[src/ldc_pkg.sv]
// Purpose: Shared constants and types for the look-up table DAC code selector
// Assumes: Byte-wide register port, one 100 MHz clock
// Notes:   Register indices follow the memory map byte addresses

package ldc_pkg;

  // Register byte addresses
  localparam logic [8:0] ADDR_CTRL0  = 9'h080;
  localparam logic [8:0] ADDR_CTRL1  = 9'h081;
  localparam logic [8:0] ADDR_CTRL2  = 9'h082;
  localparam logic [8:0] ADDR_CTRL3  = 9'h083;
  localparam logic [8:0] ADDR_CTRL4  = 9'h084;
  localparam logic [8:0] ADDR_CTRL5  = 9'h085;
  localparam logic [8:0] ADDR_STATUS = 9'h087;
  localparam logic [8:0] TABLE1_BASE = 9'h090;
  localparam logic [8:0] TABLE2_BASE = 9'h0d0;
  localparam logic [8:0] TABLE_END   = 9'h110;

  // Control register 0 field positions
  localparam int CTRL0_REF_BIT    = 0;
  localparam int CTRL0_INPUT_BIT  = 1;
  localparam int CTRL0_FILTER_BIT = 2;
  localparam int CTRL0_DIR1_BIT   = 3;
  localparam int CTRL0_DIR2_BIT   = 4;

  // Control register 5 field positions
  localparam int CTRL5_FS1_LSB  = 0;
  localparam int CTRL5_FS2_LSB  = 2;
  localparam int CTRL5_ROW1_BIT = 4;
  localparam int CTRL5_DAC1_BIT = 5;
  localparam int CTRL5_ROW2_BIT = 6;
  localparam int CTRL5_DAC2_BIT = 7;

  // Reset values and figures
  localparam logic [7:0] REG_RESET     = 8'h00;
  localparam logic [7:0] DAC_IDLE_CODE = 8'h00;
  localparam logic [7:0] ADC_MIN_CODE  = 8'h00;
  localparam logic [7:0] ADC_FULL_CODE = 8'hff;
  localparam int         ROW_BITS      = 6;
  localparam int         AGREE_COUNT   = 4;

  // Full-scale resistor choices
  typedef enum logic [1:0] {
    LDC_FS_EXTERNAL = 2'b00,
    LDC_FS_LOW      = 2'b01,
    LDC_FS_MIDDLE   = 2'b10,
    LDC_FS_HIGH     = 2'b11
  } ldc_full_scale_type;

  // Analog-facing settings of one channel
  typedef struct packed {
    logic [7:0]         dac_code;
    logic               direction_source;
    ldc_full_scale_type full_scale_select;
  } ldc_channel_type;

  // Converter sample from the ramp logic
  typedef struct packed {
    logic       valid;
    logic [7:0] code;
  } ldc_sample_type;

endpackage : ldc_pkg

[src/ldc_code_select.sv]
// Purpose: Settle converter results and pick each DAC input code
// Assumes: Register port decodes 9-bit byte addresses; tables live here
// Notes:   Table rows are read combinationally, DAC codes are registered
//
// Decided for this implementation: the register addresses and the strobed register port.
`timescale 1ns/10ps

module ldc_code_select #(
  parameter int TABLE_DEPTH = 64,
  parameter int AGREE_NEED  = ldc_pkg::AGREE_COUNT
) (
  // Clock and reset
  input  wire logic                    i_clk,
  input  wire logic                    i_reset_n,
  // Register port
  input  wire logic [8:0]              i_addr,
  input  wire logic [7:0]              i_wdata,
  input  wire logic                    i_write,
  input  wire logic                    i_read,
  output logic      [7:0]              o_rdata,
  // Converter
  input  wire ldc_pkg::ldc_sample_type i_sample,
  output logic                         o_reference_source_select,
  output logic                         o_converter_input_select,
  // DAC channels
  output ldc_pkg::ldc_channel_type     o_channel1,
  output ldc_pkg::ldc_channel_type     o_channel2
);

  logic [7:0] ctrl0;
  logic [7:0] ctrl1;
  logic [7:0] ctrl2;
  logic [7:0] ctrl3;
  logic [7:0] ctrl4;
  logic [7:0] ctrl5;
  logic [7:0] adc_result_bits;
  logic       settled;
  logic       settled_seen;
  logic [5:0] last_upper;
  logic [2:0] agree_count;
  logic [7:0] first_lookup_table  [TABLE_DEPTH];
  logic [7:0] second_lookup_table [TABLE_DEPTH];
  logic [7:0] dac1_code;
  logic [7:0] dac2_code;

  // Field decode
  wire logic       reference_source_select  = ctrl0[ldc_pkg::CTRL0_REF_BIT];
  wire logic       converter_input_select   = ctrl0[ldc_pkg::CTRL0_INPUT_BIT];
  wire logic       conversion_filter_bypass = ctrl0[ldc_pkg::CTRL0_FILTER_BIT];
  wire logic       channel1_direction_select = ctrl0[ldc_pkg::CTRL0_DIR1_BIT];
  wire logic       channel2_direction_select = ctrl0[ldc_pkg::CTRL0_DIR2_BIT];
  wire logic [5:0] table1_row_bits          = ctrl1[ldc_pkg::ROW_BITS-1:0];
  wire logic [5:0] table2_row_bits          = ctrl2[ldc_pkg::ROW_BITS-1:0];
  wire logic [7:0] dac1_direct_byte         = ctrl3;
  wire logic [7:0] dac2_direct_byte         = ctrl4;
  wire logic       table1_row_direct_select = ctrl5[ldc_pkg::CTRL5_ROW1_BIT];
  wire logic       dac1_direct_select       = ctrl5[ldc_pkg::CTRL5_DAC1_BIT];
  wire logic       table2_row_direct_select = ctrl5[ldc_pkg::CTRL5_ROW2_BIT];
  wire logic       dac2_direct_select       = ctrl5[ldc_pkg::CTRL5_DAC2_BIT];

  // Full-scale fields; zero means the external resistor
  wire ldc_pkg::ldc_full_scale_type channel1_full_scale_select =
    ldc_pkg::ldc_full_scale_type'(ctrl5[ldc_pkg::CTRL5_FS1_LSB +: 2]);
  wire ldc_pkg::ldc_full_scale_type channel2_full_scale_select =
    ldc_pkg::ldc_full_scale_type'(ctrl5[ldc_pkg::CTRL5_FS2_LSB +: 2]);

  // Register port decode
  wire logic hit_ctrl0 = i_addr == ldc_pkg::ADDR_CTRL0;
  wire logic hit_ctrl1 = i_addr == ldc_pkg::ADDR_CTRL1;
  wire logic hit_ctrl2 = i_addr == ldc_pkg::ADDR_CTRL2;
  wire logic hit_ctrl3 = i_addr == ldc_pkg::ADDR_CTRL3;
  wire logic hit_ctrl4 = i_addr == ldc_pkg::ADDR_CTRL4;
  wire logic hit_ctrl5 = i_addr == ldc_pkg::ADDR_CTRL5;
  wire logic hit_stat  = i_addr == ldc_pkg::ADDR_STATUS;
  wire logic hit_tab1  = i_addr >= ldc_pkg::TABLE1_BASE && i_addr < ldc_pkg::TABLE2_BASE;
  wire logic hit_tab2  = i_addr >= ldc_pkg::TABLE2_BASE && i_addr < ldc_pkg::TABLE_END;
  wire logic [8:0] tab1_off = i_addr - ldc_pkg::TABLE1_BASE;
  wire logic [8:0] tab2_off = i_addr - ldc_pkg::TABLE2_BASE;
  wire logic [5:0] tab1_idx = tab1_off[5:0];
  wire logic [5:0] tab2_idx = tab2_off[5:0];

  // Settling filter; upper six bits only are compared
  wire logic [5:0] sample_upper = i_sample.code[7:8-ldc_pkg::ROW_BITS];
  wire logic       upper_same   = settled_seen && sample_upper == last_upper;
  wire logic [2:0] next_agree   = upper_same ? agree_count + 3'h1 : 3'h1;
  wire logic       agree_done   = next_agree >= 3'(AGREE_NEED);
  wire logic       take_sample  = i_sample.valid &&
                                  (conversion_filter_bypass || agree_done);

  // Row selection and table byte addresses
  wire logic [5:0] adc_row   = adc_result_bits[7:8-ldc_pkg::ROW_BITS];
  wire logic [5:0] row1      = table1_row_direct_select ? table1_row_bits : adc_row;
  wire logic [5:0] row2      = table2_row_direct_select ? table2_row_bits : adc_row;
  wire logic [8:0] row1_addr = ldc_pkg::TABLE1_BASE + {3'h0, row1};
  wire logic [8:0] row2_addr = ldc_pkg::TABLE2_BASE + {3'h0, row2};
  wire logic [8:0] row1_off  = row1_addr - ldc_pkg::TABLE1_BASE;
  wire logic [8:0] row2_off  = row2_addr - ldc_pkg::TABLE2_BASE;
  wire logic [7:0] row1_byte = first_lookup_table[row1_off[5:0]];
  wire logic [7:0] row2_byte = second_lookup_table[row2_off[5:0]];

  // A direct table row does not depend on the converter, so it is live at once
  wire logic ch1_ready = dac1_direct_select || table1_row_direct_select || settled;
  wire logic ch2_ready = dac2_direct_select || table2_row_direct_select || settled;
  wire logic [7:0] next_dac1 = !ch1_ready ? ldc_pkg::DAC_IDLE_CODE :
                               dac1_direct_select ? dac1_direct_byte : row1_byte;
  wire logic [7:0] next_dac2 = !ch2_ready ? ldc_pkg::DAC_IDLE_CODE :
                               dac2_direct_select ? dac2_direct_byte : row2_byte;

  // Read data mux
  wire logic [7:0] next_rdata =
    hit_ctrl0 ? ctrl0 :
    hit_ctrl1 ? ctrl1 :
    hit_ctrl2 ? ctrl2 :
    hit_ctrl3 ? ctrl3 :
    hit_ctrl4 ? ctrl4 :
    hit_ctrl5 ? ctrl5 :
    hit_stat  ? adc_result_bits :
    hit_tab1  ? first_lookup_table[tab1_idx] :
    hit_tab2  ? second_lookup_table[tab2_idx] : ldc_pkg::REG_RESET;

  // Control registers
  always_ff @(posedge i_clk or negedge i_reset_n) begin
    if (!i_reset_n) begin
      ctrl0 <= ldc_pkg::REG_RESET;
      ctrl1 <= ldc_pkg::REG_RESET;
      ctrl2 <= ldc_pkg::REG_RESET;
      ctrl3 <= ldc_pkg::REG_RESET;
      ctrl4 <= ldc_pkg::REG_RESET;
      ctrl5 <= ldc_pkg::REG_RESET;
    end else if (i_write) begin
      if (hit_ctrl0) ctrl0 <= i_wdata;
      if (hit_ctrl1) ctrl1 <= i_wdata;
      if (hit_ctrl2) ctrl2 <= i_wdata;
      if (hit_ctrl3) ctrl3 <= i_wdata;
      if (hit_ctrl4) ctrl4 <= i_wdata;
      if (hit_ctrl5) ctrl5 <= i_wdata;
    end
  end

  // Tables have no reset; each written independently
  always_ff @(posedge i_clk) begin
    if (i_write && hit_tab1) first_lookup_table[tab1_idx] <= i_wdata;
    if (i_write && hit_tab2) second_lookup_table[tab2_idx] <= i_wdata;
  end

  // Filter state and settled result
  always_ff @(posedge i_clk or negedge i_reset_n) begin
    if (!i_reset_n) begin
      adc_result_bits <= ldc_pkg::ADC_MIN_CODE;
      settled         <= 1'b0;
      settled_seen    <= 1'b0;
      last_upper      <= 6'h00;
      agree_count     <= 3'h0;
    end else begin
      if (i_sample.valid) begin
        settled_seen <= 1'b1;
        last_upper   <= sample_upper;
        agree_count  <= agree_done ? 3'(AGREE_NEED) : next_agree;
      end
      if (take_sample) begin
        adc_result_bits <= i_sample.code;
        settled         <= 1'b1;
      end
    end
  end

  // DAC codes and read data
  always_ff @(posedge i_clk or negedge i_reset_n) begin
    if (!i_reset_n) begin
      dac1_code <= ldc_pkg::DAC_IDLE_CODE;
      dac2_code <= ldc_pkg::DAC_IDLE_CODE;
      o_rdata   <= ldc_pkg::REG_RESET;
    end else begin
      dac1_code <= next_dac1;
      dac2_code <= next_dac2;
      o_rdata   <= i_read ? next_rdata : ldc_pkg::REG_RESET;
    end
  end

  assign o_reference_source_select = reference_source_select;
  assign o_converter_input_select  = converter_input_select;
  assign o_channel1 = '{dac_code: dac1_code, direction_source: channel1_direction_select,
                        full_scale_select: channel1_full_scale_select};
  assign o_channel2 = '{dac_code: dac2_code, direction_source: channel2_direction_select,
                        full_scale_select: channel2_full_scale_select};

endmodule : ldc_code_select

[config.mk]
export PLATFORM = sky130hd
export DESIGN_NAME = ldc_code_select
export DESIGN_NICKNAME = d
export VERILOG_FILES = /design/src/ldc_pkg.sv /design/src/ldc_code_select.sv
export SDC_FILE = /design/constraint.sdc
export NUM_CORES = 2
export LEC_CHECK = 0
export ABC_AREA = 0
export CAP_MARGIN = 10
export CELL_PAD_IN_SITES_DETAIL_PLACEMENT = 1
export CELL_PAD_IN_SITES_GLOBAL_PLACEMENT = 1
export CORE_ASPECT_RATIO = 0.6
export CORE_MARGIN = 2
export CORE_UTILIZATION = 50
export DETAILED_ROUTE_END_ITERATION = 7
export DONT_BUFFER_PORTS = 1
export GPL_TIMING_DRIVEN = 1
export PLACE_DENSITY_LB_ADDON = 0.1
export RECOVER_POWER = 100
export SETUP_SLACK_MARGIN = 0.02
export SYNTH_ARGS = -nofsm -noshare
export SYNTH_HDL_FRONTEND = slang
export SYNTH_SLANG_ARGS = --single-unit
[constraint.sdc]
create_clock -name i_clk -period 7.4 [get_ports i_clk]
set_input_delay 0.37 -clock i_clk [delete_from_list [all_inputs] [get_ports i_clk]]
set_output_delay 0.37 -clock i_clk [all_outputs]
set_load 0.02 [all_outputs]
==> results.cfg <==
[worst_setup_path]
path_buf_inv = 1
slowest_stage = clkbuf_1
end_kind = flip-flop
r2r-start = ctrl5[6]
worst_setup_path_start_kind = input pin
path_cells = clkbuf_1
slowest_delay_ps = 4810
worstPathRequired_ps = 6870
crit_family = buffers and inverters
path_class = in -> reg
crit_fanout = 134
critPathLaunch = i_wdata[5]
cp.arrival_ps = 5440

[cts]
clk_latency_ps = 750
clock-sinks = 1115
cts_buffer_depth = 3
cts_buffers = 106
cts_tree = done
post_cts_resized = 0
cts_root_buffer = clkbuf_16
htree_num_levels = 3
path_clk_slew_ps = 60

[synthesis]
synth_edf_count = 1024
synth_area_um2 = 53100
synth_cell_types = 67
yosysSeqAreaShare_pct = 62.1
synth_fp_nets = 3865
synthArstFlopShare_pct = 8.16
ys_ff_latch = 1115
avgSynthCellArea_um2 = 13.9
yosys.area.top_type = edfxtp_1
synthTopCellsByArea = edfxtp_1 (58%), mux4_2 (14%), nand2_1 (5.3%)
synth.top_cell.area_share_pct = 57.9
yosysWarnings = 0
syn_inst = 3830
synthFlopType = edfxtp_1

[global_route]
grt_max_degree = 321
grt_pass1_vias = 37867
grt_overflow = 0
antenna_found_initial = 13
grt_usage_pct = 38.9
grt_pass1_wl_mm = 297

[timing]
finalWorstPathRequiredPeriod_ps = 5970
finalHoldViolations = 0
rsz0062_at_grt = no
clock_skew_ps = 42.0
slew_viol_final = 824
max_freq_ghz = 0.167
post-route-period-util_pct = 80.7
setup_viol = 0
fin_setup_tns_ps = 0
slew_headroom_pct = -379
tightest_slew_ps = 7180

[power_and_ir_drop]
p_leak_nw = 19.3
pwr_density_cell_nw_per_um2 = 270
ir_drop_uv = 216
power_mw = 15.8

[detailed_routing]
drt-total-wl_mm = 213
drc_errors = 0
antenna_left = 0
wire_per_inst_um = 40.6
viasPerCell = 7.36
vias = 38612
drt_iter0_drc = 6907
drtPass1Iterations = 6

[final_layout]
area_growth_pct = 9.89
register_area_um2 = 33000
multi_input_area_um2 = 19000
drive_gt1_share_pct = 17.6
fin_nets = 3776
nFillCells = 10032
final_cell_mix = edfxtp_1 (1,024), nand2_1 (746), nand3_1 (428)
layout_commonest_cell = edfxtp_1

[floorplanning]
die_x_um = 425
fp.coreArea_um2 = 105000
initial_utilization_pct = 50.5
rows = 92
die-area_um2 = 109000
io_pins = 62
die_y_um = 257

[placement]
place_congestion = 0.956
io_buffers = 0
dp_hpwl_mm = 136

[worst_hold_path]
worstHoldPathType = in -> reg
hp-start = i_wdata[6]

[flow_run]
cap_violations = 9

[status]
violations = max-capacitance violations, max-slew violations
status = finished, violations left
==> flip-flops by register name, indices dropped and copies added (netlist names), 6 cells and up <==
| register | count |
|---|---|
| first_lookup_table | 512 |
| second_lookup_table | 512 |
| adc_result_bits | 8 |
| ctrl0 | 8 |
| ctrl1 | 8 |
| ctrl2 | 8 |
| ctrl3 | 8 |
| ctrl4 | 8 |
| ctrl5 | 8 |
| dac1_code | 8 |
| dac2_code | 8 |
| o_rdata | 8 |
| last_upper | 6 |
==> per-stage QoR <==
step	hold WS [ps]	util, %	instances	area, um^2	setup WS, ps
3_5_place_dp	79.8	51.6	5020	54300	2960
6_report	69.4	55.5	5243	58400	1430
3_3_place_gp	81.4	51.5	5007	54200	1920
2_1_floorplan	74.4	-	3830	53100	4140
4_1_cts	27.2	55.6	5241	58500	2970
5_1_grt	93.3	55.5	5241	58400	1370
==> synth_stat cells (all sizes together), types with 4 or more instances <==
cell type / number
mux2i: 90
a311oi: 30
a311o: 14
buf: 109
nor4: 11
o211ai: 10
nand3: 429
nor2: 188
nand2: 752
o21ai: 47
nand4: 27
and3: 33
o2111ai: 7
a221o: 9
a221oi: 9
dfrtp: 91
ha: 5
edfxtp: 1024
a211oi: 6
a2111oi: 12
o22ai: 14
nand2b: 7
nor2b: 35
and2: 11
o221ai: 10
xnor2: 4
mux2: 76
a31oi: 14
a22oi: 64
inv: 9
a21oi: 92
a32oi: 14
mux4: 337
nor3: 29
clkbuf: 171
==> path summary, 6_finish.rpt <==
check	end	slack [ps]	depth (start not counted)
setup / recovery	second_lookup_table[13][5]	1430	1
hold / removal	first_lookup_table[31][6]	70	1
setup reg to reg	dac2_code[4]	1690	7
hold reg to reg	ctrl0[5]	520	1
max in group asynchronous	dac2_code[0]	6650	2
min in group asynchronous	last_upper[3]	210	2
==> what timing repair did <==
item,4_1_cts,5_1_grt
setup buffers,0,0
hold buffers,23,0
endpoints found under the hold margin,1187,0
==> report_power, final <==
| part | leakage (nW) | switching, mW | total, mW | internal [mW] |
|---|---|---|---|---|
| clock network | 1.86 | 2.54 | 6.12 | 3.58 |
| logic | 7.02 | 1.76 | 2.53 | 0.776 |
| registers | 10.4 | 0.163 | 7.12 | 6.95 |
==> logic make-up after synthesis <==
| group | Yosys count | synth area share (%) |
|---|---|---|
| buffers and inverters | 291 | 2.51 |
| DFF | 1115 | 62.1 |
| muxes | 503 | 17.6 |
| xor gates and xnor gates | 7 | 0.115 |
| AOI/OAI and AO/OA | 379 | 5.00 |
| adders and majority gates | 5 | 0.118 |
| and+or+nand+nor | 1530 | 12.5 |
==> final cells by class <==
class | count | area share (%)
clock inverter | 49 | 1.28
multi-input combinational | 2424 | 32.5
antenna | 2 | 0.00857
inverter | 11 | 0.0707
clock buffer | 149 | 5.26
sequential | 1115 | 56.5
timing repair buffer | 83 | 1.34
tap | 1410 | 3.02
==> metal layers <==
layer | part of all wire, % | track usage (%) | up-vias
met3 | 17 | 17.3 | 379
met1 | 40 | 58.7 | 20361
met5 | 0.032 | 0 | -
li1 | - | - | 14725
met2 | 40 | 51.1 | 3135
met4 | 2.9 | 9.65 | 12
Note: power is estimated with default switching activity, not from simulation.
